[config.mk]
export PLATFORM = sky130hd
export DESIGN_NAME = phm_mode_ctrl
export DESIGN_NICKNAME = d
export VERILOG_FILES = /design/src/common/phm_pkg.sv /design/src/rtl/phm_mode_ctrl.sv
export SDC_FILE = /design/constraint.sdc
export NUM_CORES = 1
export LEC_CHECK = 0
export BUFFER_PORTS_ARGS = -buffer_cell sky130_fd_sc_hd__buf_2
export CAP_MARGIN = 10
export CORE_UTILIZATION = 50
export DETAILED_ROUTE_END_ITERATION = 7
export PLACE_DENSITY = 0.75
export SKIP_CTS_REPAIR_TIMING = 1
export SYNTH_ARGS = -nofsm -noshare
export SYNTH_HDL_FRONTEND = slang
export SYNTH_SLANG_ARGS = --single-unit
[constraint.sdc]
create_clock -name mclk -period 2.95 [get_ports mclk]
set_input_delay 0.1475 -clock mclk [delete_from_list [all_inputs] [get_ports mclk]]
set_output_delay 0.1475 -clock mclk [all_outputs]
set_load 0.01 [all_outputs]
[src/common/phm_pkg.sv]
// package for the phy mode, duplex and power-save control block
package phm_pkg;
    // register indices; byte address is four times the index
    localparam int REG_CTRL_IDX = 0;
    localparam int REG_ADV_IDX = 4;
    localparam int REG_STAT_IDX = 17;
    localparam int REG_EXT2_IDX = 19;
    localparam logic [7:0] ADDR_CTRL = 8'(REG_CTRL_IDX * 4);
    localparam logic [7:0] ADDR_ADV = 8'(REG_ADV_IDX * 4);
    localparam logic [7:0] ADDR_STAT = 8'(REG_STAT_IDX * 4);
    localparam logic [7:0] ADDR_EXT2 = 8'(REG_EXT2_IDX * 4);
    // field positions
    localparam int CTRL_AN_BIT = 12;
    localparam int CTRL_SPEED_BIT = 13;
    localparam int CTRL_DUP_BIT = 8;
    localparam int EXT2_PS100_BIT = 0;
    localparam int EXT2_PS10_BIT = 1;
    localparam int ABIL_100FD = 3;
    localparam int ABIL_100HD = 2;
    localparam int ABIL_10FD = 1;
    // values after reset
    localparam logic CTRL_AN_RST = 1'h1;
    localparam logic CTRL_SPEED_RST = 1'h1;
    localparam logic CTRL_DUP_RST = 1'h0;
    localparam logic [3:0] ADV_RST = 4'hF;
    localparam logic PS_RST = 1'h1;
    localparam logic [10:0] LFSR_SEED = 11'h7FF;
    // counts in line-clock ticks
    localparam logic [3:0] SYM100_LAST = 4'h4;
    localparam logic [3:0] SYM10_LAST = 4'h7;
    localparam logic [3:0] SQE_TICKS = 4'hA;
    // line levels: p/n pair, 11 marks frame end
    typedef struct packed {logic p; logic n;} phm_line_t;
    typedef struct packed {logic txEn; logic [3:0] txd;} phm_mii_tx_t;
    typedef struct packed {logic [3:0] rxd; logic rxDv; logic crs; logic col;} phm_mii_rx_t;
    typedef struct packed {
        logic rxAct; logic txActive; logic col; logic crs; logic [3:0] partner;
        logic mod10On; logic mod100On; logic fullDup; logic speed100;
    } phm_status_t;
    typedef struct packed {
        logic wrPend; logic [7:0] wrAddr; logic [31:0] hrdata;
        logic anEnable; logic ctlSpeed100; logic ctlFullDup; logic [3:0] adv;
        logic ps100; logic ps10;
        logic lineS1; logic lineS2; logic linePrev;
        phm_mii_tx_t txS1; phm_mii_tx_t txS2;
        phm_line_t rxLineS1; phm_line_t rxLineS2;
        logic [3:0] partS1; logic [3:0] partS2;
        logic speed100; logic fullDup; logic mod100On; logic mod10On;
        logic txActive; logic txStop; logic txReq; logic [4:0] txSh; logic [3:0] txCnt;
        logic [10:0] txLfsr; logic [1:0] mlt; phm_line_t txLine; logic [3:0] sqeCnt;
        logic rxAct; logic [4:0] rxSh; logic [3:0] rxCnt; logic [10:0] rxLfsr;
        phm_line_t rxPrev; logic [3:0] rxd; logic rxDv; logic crs; logic col;
    } phm_state_t;
endpackage

[src/rtl/phm_mode_ctrl.sv]
// phy operating mode, duplex, power-save control with serial line coding
//
// The address map and the AHB-Lite slave port were chosen for this implementation.
`timescale 1ns/1ps
// Behaviour
// - at 10 Mbit with 100-Mbit power save set, 100 Mbit modules are off
// - at 100 Mbit with 10-Mbit power save set, 10 Mbit modules are off
// - bit 19.0 clear keeps 100 Mbit modules on; set gates them at 10 Mbit
// - bit 19.1 clear keeps 10 Mbit modules on; set gates them at 100 Mbit
// - bit 0.12 enables auto-negotiation when set, disables when clear
// - negotiation picks the best mode common to both ends, 10 Mbit half duplex if none is common
// - nibbles are serialised on transmit and reassembled on receive
// - 100 Mbit uses 4B/5B, scrambling, NRZI and MLT-3, inverted on receive
// - 10 Mbit uses Manchester coding on both directions
// - half and full duplex at both speeds; full duplex runs both paths at once
// - 10 Mbit full duplex: no transmit loopback and no SQE test
// - full duplex: carrier only from receive, collision never asserted
// - half duplex: carrier on transmit or receive, collision on overlap
module phm_mode_ctrl (
    input wire logic mclk,
    input wire logic rstn,
    input wire logic hsel,
    input wire logic [31:0] haddr,
    input wire logic [1:0] htrans,
    input wire logic hwrite,
    input wire logic [2:0] hsize,
    input wire logic [31:0] hwdata,
    input wire logic hready,
    output logic hreadyout,
    output logic [31:0] hrdata,
    output logic hresp,
    input wire logic lineClk,
    input wire phm_pkg::phm_mii_tx_t miiTx,
    output logic txNibbleReq,
    output phm_pkg::phm_mii_rx_t miiRx,
    input wire phm_pkg::phm_line_t lineRx,
    output phm_pkg::phm_line_t lineTx,
    input wire logic [3:0] partnerAbil,
    output logic mod100On,
    output logic mod10On,
    output logic linkSpeed100,
    output logic linkFullDup
);
    phm_pkg::phm_state_t q;
    phm_pkg::phm_state_t n;
    logic lineTick;
    logic loopMode;
    logic addrTake;
    logic lfsrBit;
    logic scr;
    logic lvlBit;
    logic [3:0] common;
    logic [3:0] lastCnt;
    logic [4:0] shNew;

    // 4b to 5b symbol table
    function automatic logic [4:0] enc5(input logic [3:0] d);
        logic [4:0] c;
        case (d)
            4'h0: c = 5'h1E;
            4'h1: c = 5'h09;
            4'h2: c = 5'h14;
            4'h3: c = 5'h15;
            4'h4: c = 5'h0A;
            4'h5: c = 5'h0B;
            4'h6: c = 5'h0E;
            4'h7: c = 5'h0F;
            4'h8: c = 5'h12;
            4'h9: c = 5'h13;
            4'hA: c = 5'h16;
            4'hB: c = 5'h17;
            4'hC: c = 5'h1A;
            4'hD: c = 5'h1B;
            4'hE: c = 5'h1C;
            default: c = 5'h1D;
        endcase
        return c;
    endfunction

    // inverse table by search; unknown codes give zero
    function automatic logic [3:0] dec4(input logic [4:0] c);
        logic [3:0] d;
        d = 4'h0;
        for (int i = 0; i < 16; i++) begin
            if (enc5(4'(i)) == c) begin
                d = 4'(i);
            end
        end
        return d;
    endfunction

    // mlt-3 state to line level: 1 is plus, 3 is minus
    function automatic phm_pkg::phm_line_t mltLine(input logic [1:0] s);
        phm_pkg::phm_line_t l;
        l.p = (s == 2'h1);
        l.n = (s == 2'h3);
        return l;
    endfunction

    // register read mux, also used for the write-forwarded view
    function automatic logic [31:0] readReg(input phm_pkg::phm_state_t s,
                                            input logic [7:0] a);
        logic [31:0] r;
        phm_pkg::phm_status_t st;
        r = 32'h0000_0000;
        st = '{rxAct: s.rxAct, txActive: s.txActive, col: s.col, crs: s.crs,
               partner: s.partS2, mod10On: s.mod10On, mod100On: s.mod100On,
               fullDup: s.fullDup, speed100: s.speed100};
        case (a)
            phm_pkg::ADDR_CTRL: begin
                r[phm_pkg::CTRL_AN_BIT] = s.anEnable;
                r[phm_pkg::CTRL_SPEED_BIT] = s.ctlSpeed100;
                r[phm_pkg::CTRL_DUP_BIT] = s.ctlFullDup;
            end
            phm_pkg::ADDR_ADV: r[3:0] = s.adv;
            phm_pkg::ADDR_STAT: r[$bits(st)-1:0] = st;
            phm_pkg::ADDR_EXT2: begin
                r[phm_pkg::EXT2_PS100_BIT] = s.ps100;
                r[phm_pkg::EXT2_PS10_BIT] = s.ps10;
            end
            default: r = 32'h0000_0000;
        endcase
        return r;
    endfunction

    always_comb begin
        n = q;
        lineTick = q.lineS2 & ~q.linePrev;
        loopMode = ~q.speed100 & ~q.fullDup;
        addrTake = hsel & hready & htrans[1];
        lfsrBit = 1'b0;
        scr = 1'b0;
        lvlBit = 1'b0;
        shNew = q.rxSh;
        common = q.adv & q.partS2;
        lastCnt = q.speed100 ? phm_pkg::SYM100_LAST : phm_pkg::SYM10_LAST;
        n.txReq = 1'b0;
        // two-stage synchronisers for every pin from outside mclk
        n.lineS1 = lineClk;
        n.lineS2 = q.lineS1;
        n.linePrev = q.lineS2;
        n.txS1 = miiTx;
        n.txS2 = q.txS1;
        n.rxLineS1 = lineRx;
        n.rxLineS2 = q.rxLineS1;
        n.partS1 = partnerAbil;
        n.partS2 = q.partS1;
        // bus data phase write, then forwarded into the read of the next address
        if (q.wrPend) begin
            case (q.wrAddr)
                phm_pkg::ADDR_CTRL: begin
                    n.anEnable = hwdata[phm_pkg::CTRL_AN_BIT];
                    n.ctlSpeed100 = hwdata[phm_pkg::CTRL_SPEED_BIT];
                    n.ctlFullDup = hwdata[phm_pkg::CTRL_DUP_BIT];
                end
                phm_pkg::ADDR_ADV: n.adv = hwdata[3:0];
                phm_pkg::ADDR_EXT2: begin
                    n.ps100 = hwdata[phm_pkg::EXT2_PS100_BIT];
                    n.ps10 = hwdata[phm_pkg::EXT2_PS10_BIT];
                end
                default: n.wrPend = 1'b0;
            endcase
        end
        n.wrPend = addrTake & hwrite;
        n.wrAddr = haddr[7:0];
        if (addrTake & ~hwrite) begin
            n.hrdata = readReg(n, haddr[7:0]);
        end
        // speed and duplex resolution, best common ability first
        if (q.anEnable) begin
            if (common[phm_pkg::ABIL_100FD]) begin
                n.speed100 = 1'b1;
                n.fullDup = 1'b1;
            end else if (common[phm_pkg::ABIL_100HD]) begin
                n.speed100 = 1'b1;
                n.fullDup = 1'b0;
            end else begin
                n.speed100 = 1'b0;
                n.fullDup = common[phm_pkg::ABIL_10FD];
            end
        end else begin
            n.speed100 = q.ctlSpeed100;
            n.fullDup = q.ctlFullDup;
        end
        // power gating of the unused speed's modules
        n.mod100On = ~(~q.speed100 & q.ps100);
        n.mod10On = ~(q.speed100 & q.ps10);
        // transmit path, one bit or half-bit per line tick
        if (lineTick) begin
            if (q.sqeCnt != 4'h0) begin
                n.sqeCnt = q.sqeCnt - 4'h1;
            end
            if (!q.txActive) begin
                n.txLine = '{p: 1'b0, n: 1'b0};
                if (q.txS2.txEn) begin
                    // start marker level gives the receiver its alignment
                    n.txActive = 1'b1;
                    n.txCnt = 4'h0;
                    n.txSh = q.speed100 ? enc5(q.txS2.txd) : {q.txS2.txd, 1'b0};
                    n.txReq = 1'b1;
                    n.txLfsr = phm_pkg::LFSR_SEED;
                    n.mlt = 2'h1;
                    n.txLine = '{p: 1'b1, n: 1'b0};
                    if (loopMode) begin
                        n.rxd = q.txS2.txd;
                        n.rxDv = 1'b1;
                    end
                end
            end else if (q.txStop) begin
                // end marker: both legs high, never a data level
                n.txActive = 1'b0;
                n.txStop = 1'b0;
                n.txLine = '{p: 1'b1, n: 1'b1};
                n.mlt = 2'h0;
                if (loopMode) begin
                    n.sqeCnt = phm_pkg::SQE_TICKS;
                end
            end else begin
                if (q.speed100) begin
                    lfsrBit = q.txLfsr[10] ^ q.txLfsr[8];
                    n.txLfsr = {q.txLfsr[9:0], lfsrBit};
                    scr = q.txSh[4] ^ lfsrBit;
                    n.mlt = q.mlt + {1'b0, scr};
                    n.txLine = mltLine(n.mlt);
                    n.txSh = {q.txSh[3:0], 1'b0};
                end else begin
                    // first half carries the inverse, second half the bit
                    lvlBit = q.txCnt[0] ? q.txSh[4] : ~q.txSh[4];
                    n.txLine = '{p: lvlBit, n: ~lvlBit};
                    if (q.txCnt[0]) begin
                        n.txSh = {q.txSh[3:0], 1'b0};
                    end
                end
                n.txCnt = q.txCnt + 4'h1;
                if (q.txCnt == lastCnt) begin
                    n.txCnt = 4'h0;
                    if (q.txS2.txEn) begin
                        n.txSh = q.speed100 ? enc5(q.txS2.txd) : {q.txS2.txd, 1'b0};
                        n.txReq = 1'b1;
                        if (loopMode) begin
                            n.rxd = q.txS2.txd;
                            n.rxDv = 1'b1;
                        end
                    end else begin
                        n.txStop = 1'b1;
                    end
                end
            end
        end
        // receive path runs beside transmit, so full duplex needs nothing extra
        if (lineTick) begin
            n.rxPrev = q.rxLineS2;
            if (!q.rxAct) begin
                if (q.rxLineS2 == 2'h2 || q.rxLineS2 == 2'h1) begin
                    n.rxAct = 1'b1;
                    n.rxCnt = 4'h0;
                    n.rxLfsr = phm_pkg::LFSR_SEED;
                end
            end else if (q.rxLineS2 == 2'h3) begin
                n.rxAct = 1'b0;
                n.rxDv = 1'b0;
            end else if (q.speed100) begin
                // every mlt-3 level change is a one after nrzi
                lfsrBit = q.rxLfsr[10] ^ q.rxLfsr[8];
                n.rxLfsr = {q.rxLfsr[9:0], lfsrBit};
                shNew = {q.rxSh[3:0], (q.rxLineS2 != q.rxPrev) ^ lfsrBit};
                n.rxSh = shNew;
                n.rxCnt = q.rxCnt + 4'h1;
                if (q.rxCnt == phm_pkg::SYM100_LAST) begin
                    n.rxd = dec4(shNew);
                    n.rxDv = 1'b1;
                    n.rxCnt = 4'h0;
                end
            end else begin
                if (q.rxCnt[0]) begin
                    shNew = {q.rxSh[3:0], q.rxLineS2.p};
                    n.rxSh = shNew;
                end
                n.rxCnt = q.rxCnt + 4'h1;
                if (q.rxCnt == phm_pkg::SYM10_LAST) begin
                    n.rxd = shNew[3:0];
                    n.rxDv = 1'b1;
                    n.rxCnt = 4'h0;
                end
            end
        end
        // loopback echo only lasts while a 10 Mbit half-duplex transmit runs
        if (!q.rxAct && !n.rxAct && !(loopMode && n.txActive)) begin
            n.rxDv = 1'b0;
        end
        // gated 100 Mbit scramblers hold their seed, saving toggles; nothing is held for 10 Mbit
        if (!q.mod100On) begin
            n.txLfsr = phm_pkg::LFSR_SEED;
            n.rxLfsr = phm_pkg::LFSR_SEED;
        end
        // carrier and collision
        if (q.fullDup) begin
            n.crs = q.rxAct;
            n.col = 1'b0;
        end else begin
            n.crs = q.txActive | q.rxAct;
            n.col = (q.txActive & q.rxAct) | (q.sqeCnt != 4'h0);
        end
    end

    // single state register
    always_ff @(posedge mclk or negedge rstn) begin
        if (!rstn) begin
            q <= '0;
            q.anEnable <= phm_pkg::CTRL_AN_RST;
            q.ctlSpeed100 <= phm_pkg::CTRL_SPEED_RST;
            q.ctlFullDup <= phm_pkg::CTRL_DUP_RST;
            q.adv <= phm_pkg::ADV_RST;
            q.ps100 <= phm_pkg::PS_RST;
            q.ps10 <= phm_pkg::PS_RST;
            q.txLfsr <= phm_pkg::LFSR_SEED;
            q.rxLfsr <= phm_pkg::LFSR_SEED;
        end else begin
            q <= n;
        end
    end

    // zero-wait slave, always okay
    assign hreadyout = 1'b1;
    assign hresp = 1'b0;
    assign hrdata = q.hrdata;
    assign txNibbleReq = q.txReq;
    assign miiRx = '{rxd: q.rxd, rxDv: q.rxDv, crs: q.crs, col: q.col};
    assign lineTx = q.txLine;
    assign mod100On = q.mod100On;
    assign mod10On = q.mod10On;
    assign linkSpeed100 = q.speed100;
    assign linkFullDup = q.fullDup;
endmodule

==> results summary, run 1 <==
The flow ran to the end, and the final reports show no timing, DRC or antenna violations. Summed over all instances, the cell type with the most area after synthesis is dfrtp_1. At the end of the flow the core is filled with cells to 0.6220. The weighted congestion at the end of routability-driven global placement came out at 0.8260. For this block, the via count after detailed routing is 4,071. The post-placement cell area is 5679 um2. The clock input transition at the sequential cells of the worst setup and hold paths is 0.06 ns.

The number of synthesized flops with an enable pin is 0. Across every metal layer, demand over resource in global routing totals 0.2131. The synthesis-to-layout area growth is 19.07%. The slew at the pin with the worst max-slew slack is 0.7249 ns. The die boundary width is 106.6 um. For this run, the number of Yosys warnings is 0. The residual antenna-violating net count after detailed routing is 0. Using the TritonRoute via totals, the vias-per-cell ratio works out to 5.539. The DRC violations left is 0.

The antenna cell count came out at 0. The final critical delay including setup and external delays is 2.386 ns. The number of clock sinks seen by CTS is 120. The distinct cell type count after synthesis came out at 54. The slack of the worst reg-to-reg path came out at 0.56 ns. The number of H-tree levels is 4.

The die outline height is 106.6 um. The post-detailed-routing wire length came out at 11,390 um. The maximum number of pins on one net before global-route repair is 56. For this design the static power due to leakage is 2.926 nW. The hold violation count in the final report came out at 0. The initial antenna violation count came out at 0. The highest ir drop seen on vdd is 398.0 uV. For the final routed database, the setup TNS stands at 0 ns. The total overflow left after global routing is 0.

The final clock skew is 0.01037 ns. Pin placement for this block handled 134 I/O pins. The average wire per cell in the routed design came out at 15.50 um. The top cell type's share of synthesized area is 0.4121. Setup slack closes at 0.5645 ns. Derived from the worst setup path, the maximum achievable clock frequency is 419.2 MHz.

Data on the critical path arrives at its endpoint at 2.77 ns. The wire length of the first global-routing pass is 18,690 um. STA classifies the critical path startpoint as a flip-flop. The clock latency on the worst-skew pair is 0.52 ns. Measured against its own limit, the worst slew margin works out to 0.5149.

The tool flagged a number of max-cap violations equal to 0. In the final layout, the share of cells above drive strength 1 is 0.2421. The required time reported for the critical path endpoint came out at 3.33 ns. The pre-CTS worst setup slack is 0.5732 ns.

A synthesized cell averages 10.70 um2. STA classifies the critical path endpoint as a flip-flop. The initial utilization of the core area, before any placement, comes to 0.5224. The path class of the lowest-slack min-delay path is in -> async. The post-detailed-placement half-perimeter wirelength is 7298 um. The max-slew violation count is 0.

The synthesized cell area is 5465 um2. By startpoint and endpoint, the worst setup path is classified as reg -> reg. The total clock buffers created by CTS is 17. The core region is 10,460 um2. The first TritonRoute pass finished after 6 iterations. In this run the deepest clock path goes through 2 buffers. The total power density per cell area is 772.8 nW/um2. The synthesis-stage register bit count came out at 120. In the synthesized netlist the dominant register cell turns out to be dfrtp_1. The share of synthesized registers carrying an async set or reset is 1.000. The floorplan step defined a die boundary enclosing 11,350 um2.

The initial DRC count is 289. The filler cells instantiated in the layout total 839. The share of the Yosys chip area taken by registers is 0.5563.

The final layout contains 678 nets. Along the worst path, the maximum fanout reaches 9. The final cell area excluding filler cells came out at 6507 um2.

The number of buffers inserted by port buffering is 60. Setup repair after global routing left no endpoint under its margin. Sorting the synthesized cells by area gives the leading types as dfrtp_1 (41%), dfstp_2 (14%), buf_4 (5.9%). In this run the clock root is driven by a clkbuf_8. The cell row count came out at 37. The count of final setup violators is 0. The TritonCTS clock tree is done. The final clock period utilization by the worst path is 0.8086.

The via count of the first global-routing pass was 3,815. Synthesis handed over a netlist of 511 instances.
==> cells in the mapped netlist (7+ instances only) <==
cell type / count
nor3_1: 8
nor2_1: 39
o21ai_0: 29
a22o_1: 14
nand2b_1: 9
mux2i_1: 9
mux2_2: 9
nand3_1: 9
nand4b_1: 13
dfrtp_1: 90
xor2_1: 7
dfstp_2: 30
nor2b_1: 8
a21oi_1: 27
nand2_1: 55
inv_1: 14
clkbuf_1: 17
buf_4: 43
a22oi_1: 9
o22ai_1: 7
==> layout make-up <==
type,instances,area (um2),share of cell area
multi-input combinational,332,2034,0.3126
clock buffer,18,427.9,0.06576
tap,136,170.2,0.02615
clock inverter,14,100.1,0.01538
inverter,15,56.30,0.008652
timing repair buffer,100,678.2,0.1042
sequential,120,3040,0.4672
==> where the power goes <==
group | internal, mW | switching (mW)
Clock | 1.05 | 0.761
Sequential | 1.97 | 0.279
Combinational | 0.448 | 0.521
Total | 3.47 | 1.56
==> sequential cells by signal, summed over array words and instances, names as in the netlist <==
| register | cells |
|---|---|
| hrdata | 14 |
| linkSpeed100 | 1 |
| mod100On | 1 |
| q | 79 |
| linkFullDup | 1 |
| n | 13 |
| miiRx | 7 |
| lineTx | 2 |
| txNibbleReq | 1 |
| mod10On | 1 |
==> routing by layer <==
metal / routed length, um / track usage / up-vias
met1: 4834 / 0.2724 / 2019
met4: 113 / 0.06654 / 0
met3: 651 / 0.06131 / 10
met5: 0 / 0 / -
li1: - / - / 1902
met2: 5791 / 0.3506 / 140
==> metrics by stage <==
| step | std cells | hold WS, ns | total power, mW |
|---|---|---|---|
| finish | 735 | 0.2138 | 5.029 |
| CTS | 705 | -0.3244 | 5.032 |
| floorplan | 529 | -0.1481 | 2.976 |
| global route | 735 | 0.2541 | 5.323 |
| detailed placement | 673 | 0.2252 | 3.190 |
| global placement | 673 | 0.2176 | 3.122 |
==> worst max-delay path, stage by stage (launching register included) <==
cell and delay (ns):
dfrtp_1 0.47, or3b_4 0.44, a211o_1 0.35, a2111oi_4 0.62, mux2i_1 0.26, o22ai_1 0.10
==> worst paths after layout <==
| kind | cells past startpoint | from | to |
|---|---|---|---|
| max reg2reg | 5 | q[49] | miiRx[3] |
| min in group mclk | 4 | htrans[1] | hrdata[13] |
| max | 5 | q[49] | miiRx[3] |
| min | 2 | rstn | q[26] |
| min reg2reg | 0 | n[73] | q[73] |
| max in group asynchronous | 3 | rstn | q[19] |
==> cell families (layout without fill, tap and decap cells) <==
kind of cell    Yosys count  count (layout)  share of synthesized area
compound gates          121             121                     0.1506
xor+xnor                 12              12                    0.01923
fa+ha+maj                 6               6                    0.01374
buf+inv                  77             147                    0.08379
flops                   120             120                     0.5563
mux                      18              18                    0.03503
other cells               2              20                   0.001374
simple gates            155             155                     0.1399
==> cell usage in the layout (no fill, tap or decap), types with 9 or more instances in the layout <==
master and n:
a21oi_1 27, a22o_1 14, a22oi_1 9, buf_2 59, buf_4 11, clkbuf_16 16, conb_1 20, dfrtp_1 90
dfstp_2 30, dlygate4sd3_1 30, inv_1 14, mux2_2 9, mux2i_1 9, nand2_1 55, nand2b_1 9, nand3_1 9
nand4b_1 13, nor2_1 39, o21ai_0 28
Power figures use the tool's default switching activity.
==> run 2, diff against run 1 <==
==> constraint.sdc (replaced) <==
create_clock -name mclk -period 2.48 [get_ports mclk]
set_input_delay 0.124 -clock mclk [delete_from_list [all_inputs] [get_ports mclk]]
set_output_delay 0.124 -clock mclk [all_outputs]
set_load 0.01 [all_outputs]
==> run 2 against run 1 <==
  * Flip-flop and latch count unchanged
  * Via count grew 0.98%
  * First-iteration DRC count decreased by 26%
  * Highest routed layer unchanged
  * Total power is 22% higher
  * Setup slack worse by 0.33 ns
==> results summary, run 2 (same netlist as run 1, synthesis figures left out) <==
The run finished with clean final reports. The part of the power in combinational logic is 0.200. In the routed design, unresolved DRC markers number 0. Clock-pin slew was measured on the worst setup and hold paths at 0.06 ns.

The residual antenna-violating net count after detailed routing came out at 0. The total power density per cell area is 929.1 nW/um2. Measured along the y axis, the die boundary spans 106.6 um. The cell-internal power is 4.290 mW.

The largest fanout of any net on the critical path is 6. Summed over all nets, the switching power comes to 1.847 mW. Between clock sinks in the finished design, the worst skew comes to 0.006687 ns. The final hold slack is 0.1618 ns.

The average wire per cell in the routed design is 15.53 um. The floorplan die area came out at 11,350 um2. The analysis attributes to cell leakage a power of 2.986 nW. Adding up every negative setup slack in the final design gives 0 ns.

The highest clock rate came out at 445.2 MHz. The starting density of the core came out at 0.5224. The hold violation count in the final report is 0. The number of standard cells in the layout, taps in and fillers out came out at 742.

The final critical delay including setup and external delays is 2.246 ns. The initial DRC count came out at 213. Setup slack on the worst reg-to-reg path comes out at 0.23 ns. The share of the core filled with cells is 0.6313. The endpoint arrival time on the critical path is 2.62 ns. Including well taps, the total number of placed cells is 680. The clock latency on the worst-skew pair came out at 0.52 ns. The HPWL after detailed placement is 7270 um. Leaving out fill and tap cells, the most frequent cell in the layout is dfrtp_1. In this run, CTS created clock tree buffers numbering 17. The count of final setup violators came out at 0.

The max-slew violation count is 0. The path class of the lowest-slack min-delay path is in -> async. The congestion estimate from routability-driven global placement came to 0.8072.

The synthesis-to-layout area growth came out at 20.86%. The clock passes through at most 2 buffers. The library cells used most frequently in the layout, excluding fill and tap cells, are dfrtp_1 (90), buf_2 (59), nand2_1 (55), nor2_1 (39). The number of nets in the layout came out at 685. The top register by number of flip-flops is q. Entering global routing, the biggest net connects 51 pins. The filler cells instantiated in the layout total 838. The worst setup path is of the reg -> reg kind.

The share of total power dissipated in the clock network is 0.374. The die is 106.6 um wide. The TritonCTS clock tree is done. The total via count in the routed design is 4,111.

The root buffer cell is clkbuf_8. The number of maximum-capacitance violations came out at 0. The flip-flop count of the largest register after layout is 79. The number of clock sinks seen by CTS came out at 120. The area inside the core boundary is 10,460 um2. The wire length of the first global-routing pass is 18,710 um.

The number of H-tree levels is 4. The via density per instance came out at 5.540. The share of total power in sequential cells is 0.426. Measured against its own limit, the worst slew margin works out to 0.5776. In the final layout, flip-flops and latches occupy 3040 um2. The endpoint class of the critical path is a flip-flop.

Summed over all layers, the routed wires come to 11,530 um. The number of buffers inserted by port buffering is 60. The highest ir drop seen on vdd came out at 850.8 uV. The required time reported for the critical path endpoint is 2.85 ns. Setup repair after global routing left no endpoint under its margin. The all-layer global routing usage is 0.2141.

The via count of the first global-routing pass came out at 3,953. The initial antenna violation count came out at 0. The switching part of the total power is 0.3010.

The worst setup path is launched from a flip-flop. The top-level port count came out at 134. Dividing the final minimum period by the clock period gives 0.9057. At the pin with the least slew margin, the transition time is 0.6269 ns.

The remaining global-route overflow came out at 0. The first detailed-routing pass took 7 iterations. The design draws 6.137 mW. 0 antenna diodes ended up in the layout.

The multi-input logic area is 2034 um2. Of the cells placed in the final design, the portion with a size suffix greater than 1 is 0.2508. The cell row count is 37.
-- run 2: cell types whose count changed in the layout (fill, tap and decap cells not counted) --
cell        before  now
buf_4           11   17
clkinvlp_4       4    2
buf_12           0    1
bufinv_16        0    1
clkbuf_1         0    1
clkbuf_16       16   17
clkbuf_8         2    1
clkinv_1         2    1
clkinv_4         2    3
inv_6            2    3
inv_8            1    0
-- run 2: worst paths after layout --
| path | start | to | depth (start not counted) |
|---|---|---|---|
| max reg2reg | q[50] | miiRx[6] | 6 |
| min | rstn | q[25] | 2 |
| max | q[50] | miiRx[6] | 6 |
| min in group mclk | miiTx[4] | n[81] | 2 |
| min reg2reg | n[88] | n[87] | 0 |
| max in group asynchronous | rstn | q[93] | 3 |
-- run 2: layout make-up --
cell class                 instances  area share
clock inverter                    13     0.01781
tap                              136     0.02576
sequential                       120      0.4603
timing repair buffer             107      0.1125
inverter                          15    0.008524
clock buffer                      19     0.06706
multi-input combinational        332      0.3080
-- run 2: stage by stage --
step	setup WS (ns)	instance area [um2]
global placement	0.3293	5744
CTS	0.2284	6305
finish	0.2339	6605
global route	0.1540	6605
floorplan	0.2915	5533
detailed placement	0.2757	5744
-- run 2: layer usage --
layer  part of all wire  wire length, um  GRT usage  up-vias
li1                   -                -          -     1916
met1               0.42             4889     0.2647     2036
met5                  0                0          0        -
met2               0.51             5831     0.3525      141
met3              0.053              606    0.05089       18
met4              0.017              199     0.1047        0
-- run 2: power groups by stage --
stage	clock, mW	combinational, mW	sequential (mW)
2_1_floorplan	0	0.995	2.55
3_3_place_gp	0	1.13	2.62
3_5_place_dp	0	1.18	2.64
4_1_cts	2.34	1.20	2.61
5_1_grt	2.42	1.40	2.66
6_report	2.30	1.23	2.61
-- run 2: worst max-delay path, cell delays in order, from the launching register on --
cell	delay, ns
dfrtp_1	0.44
or3b_4	0.41
a211o_1	0.36
a2111oi_4	0.37
buf_4	0.22
mux2i_1	0.19
o22ai_1	0.11
==> run 3, diff against run 2 <==
--- a/config.mk
+++ b/config.mk
@@ -5,6 +5,7 @@
 export SDC_FILE = /design/constraint.sdc
 export NUM_CORES = 1
 export LEC_CHECK = 0
+export ABC_AREA = 1
 export BUFFER_PORTS_ARGS = -buffer_cell sky130_fd_sc_hd__buf_2
 export CAP_MARGIN = 10
 export CORE_UTILIZATION = 50
==> run 3 against run 2 <==
  * Register-to-register slack improved by 0.30 ns
  * Clock power up 5%
  * Non-clock buffer count shrank 11
  * Largest cell class unchanged
  * Combinational power rose by 11%
  * Critical path depth is 2 higher
  * Sequential share of layout area fell by 1.7 points
  * Total power rose by 4.7%
  * Setup slack gained 0.30 ns
  * The run now ends with negative hold slack left
  * Count of clock-buffer cells in the layout up 1
  * Cell count up 18%
==> results summary, run 3 <==
The finished cells cover 6854 um2. The all-layer global routing usage is 0.2277. The capture instance of the worst register-to-register path is lineTx[0].

The worst setup path is launched from a flip-flop. The leakage power total came out at 3.336 nW. The synthesis-stage register bit count is 120. The flip-flop count of the largest register after layout came out at 79. The weighted congestion at the end of routability-driven global placement is 0.8695. The area inside the core boundary is 11,030 um2. After detailed routing, the average wire length per cell comes to 14.26 um. The top cell type's share of synthesized area came out at 0.3894. The cell row count came out at 38.

The share of final-layout standard cells stronger than drive strength 1 is 0.2104. The via count of the first global-routing pass is 4,437. For this run, the register share of the synthesized area comes to 0.5257. The via density per instance came out at 5.300. The count of final setup violators is 0. The post-detailed-routing wire length came out at 12,430 um. For this run the aggregate overflow at the end of global routing stands at 0. The run finished, with violations left. The slew at the pin with the worst max-slew slack is 0.8186 ns. In this run the number of H-tree levels came out at 4. The post-synthesis compound-gate area fraction is 0.1149.

The number of cells produced by synthesis came out at 646. The most common library cell in the layout ignoring fill and taps is nand2_1. The DRC violations left came out at 0. For this run, the leading register cell type out of synthesis is dfrtp_1. The initial antenna violation count came to 0. The fraction of synthesized cell area in xor and xnor cells is 0.01817. The clock tree buffer depth came out at 2.

The starting density of the core came out at 0.5243. The hold violation count in the final report came out at 1. The mean instance size in the synthesized netlist came out at 8.952 um2. dfrtp_1 takes more of the synthesized area than any other cell. The total via count in the routed design came out at 4,622. The maximum number of pins on one net before global-route repair is 66.

The net count of the finished layout is 811. The endpoint class of the critical path is a flip-flop. Clock skew on the completed layout was measured at 0.01039 ns.

The die is 109.5 um tall. The cell count of the worst reg-to-reg path is 8. After synthesis, the netlist uses 48 different library cells. Leaving out fill and tap cells, the most frequent cells in the layout are nand2_1 (128), dfrtp_1 (90), inv_1 (68), buf_2 (59). The final clock period utilization by the worst path is 0.7836.

The area occupied by registers is 3040 um2. The most common cell in the synthesized netlist is nand2_1. Once detail routing completed, the nets flagged for antenna violations numbered 0. The number of buffers inserted by port buffering came out at 60. The number of standard cells in the layout, taps in and fillers out is 872. Setup repair after global routing left no endpoint under its margin. The final hold slack is -0.02226 ns. The critical path is of the reg -> reg type. The post-placement cell area came out at 6003 um2. The post-detailed-placement half-perimeter wirelength came out at 8355 um.

The adder-cell share of the synthesized area came out at 0.01298. The number of maximum-capacitance violations came out at 0. The max-slew headroom at the worst pin came out at 0.4543. The commonest cells after synthesis are nand2_1 (128), dfrtp_1 (90), inv_1 (68), nand3_1 (52), nor2_1 (52).

The max-slew violation count is 0. The final critical delay including setup and external delays is 1.943 ns. The highest ir drop seen on vdd is 781.4 uV. The post-synthesis simple-gate area fraction is 0.2051. For this run, asynchronously set or reset flops after synthesis account for 1.000. The die boundary width is 109.5 um. The repair_antennas step left the layout with diodes totalling 0.

The first global-routing pass estimated 20,840 um of wire. The number of cells on the worst hold path came out at 3. The path class of the lowest-slack min-delay path is in -> reg. The slack of the worst reg-to-reg path is 0.54 ns. The tree is rooted in a clkbuf_16. Total power for the finished layout comes to 6.427 mW. The initial DRC count is 333. For hold timing, the worst endpoint is q[97]. The total clock buffers created by CTS is 17. The proportion of synthesized area in mux cells is 0.002596. The worst hold path begins at hwdata[13]. The synthesized cell area is 5783 um2. The floorplan die area came out at 12,000 um2. Counting the fill cells in the layout gives 886. The number of synthesized flops with an enable pin came out at 0. The clock latency on the worst-skew pair came out at 0.41 ns. The top register by number of flip-flops is q. Setup total negative slack on the finished layout was measured at 0 ns. In this run the count of I/O pins placed on the die edge is 134. In this run the worst path has a maximum fanout of 3. The startpoint identified for the worst register-to-register timing path is q[46]. The endpoint arrival time on the critical path came out at 2.23 ns. The total power density per cell area is 937.7 nW/um2.

The multi-input logic area is 2121 um2. The synthesis-to-layout area growth came out at 18.52%. The share of the core filled with cells is 0.6214. The number of clock sinks seen by CTS came out at 120. The final reports fail on negative hold slack. Timing would allow up to 514.6 MHz. Once placement completed, the tool counted placed cells totaling 814. The first detailed-routing pass took 7 iterations. After synthesis, the largest family of logic cells by area is simple AND/OR/NAND/NOR gates. TritonCTS built the clock tree.

Sorting the synthesized cells by area gives the leading types as dfrtp_1 (39%), dfstp_2 (14%), nand2_1 (8.3%). During synthesis, Yosys emitted a total of 0 warnings. The clock input transition at the sequential cells of the worst setup and hold paths is 0.06 ns. The required time reported for the critical path endpoint came out at 2.76 ns.
[run 3: power breakdown]
part / switching [mW] / internal, mW / total (mW)
clock network: 0.870 / 1.55 / 2.42
registers: 0.282 / 2.36 / 2.64
logic: 0.827 / 0.540 / 1.37
total: 1.98 / 4.45 / 6.43
[run 3: layout make-up]
type	instances	area share
clock buffers	20	0.06809
clock inverters	12	0.01807
inverters	73	0.04034
multi-input cells	411	0.3094
flip-flops and latches	120	0.4436
well taps	140	0.02556
repair buffers	96	0.09493
[run 3: kinds of logic after synthesis]
kind of cell / Yosys count
and+or+nand+nor: 264
buffers and inverters: 133
DFF: 120
AOI/OAI and AO/OA: 108
xor gates and xnor gates: 12
adders and majority gates: 6
other: 2
muxes: 1
[run 3: routing by layer]
metal	vias up	track usage	wire length, um
met2	175	0.3616	6028
met3	25	0.06224	720
li1	2210	-	-
met5	-	0	0
met1	2212	0.2933	5458
met4	0	0.09714	227
[run 3: stage by stage]
step | hold slack (ns) | setup WS (ns)
after floorplan | -0.1716 | 0.7898
final | -0.02226 | 0.5366
after global routing | 0.02111 | 0.4337
after CTS | -0.1989 | 0.5500
after detailed placement | 0.2338 | 0.6126
after global placement | 0.2311 | 0.6532
[run 3: worst max-delay path by stage]
stage / start / end / slack [ns]
floorplan: q[46] / lineTx[0] / 0.79
global placement: q[46] / lineTx[0] / 0.65
detailed placement: q[46] / lineTx[0] / 0.61
CTS: q[46] / lineTx[0] / 0.55
global route: haddr[1] / hrdata[11] / 0.43
finish: q[46] / lineTx[0] / 0.54
[run 3: worst max-delay path: stages, from the launching register on]
cell and delay [ns]:
dfstp_2 0.54, xnor2_1 0.17, xor2_1 0.18, inv_1 0.07
ha_1 0.20, xnor2_1 0.28, nor3_1 0.08, o31ai_1 0.22
nand2_1 0.08
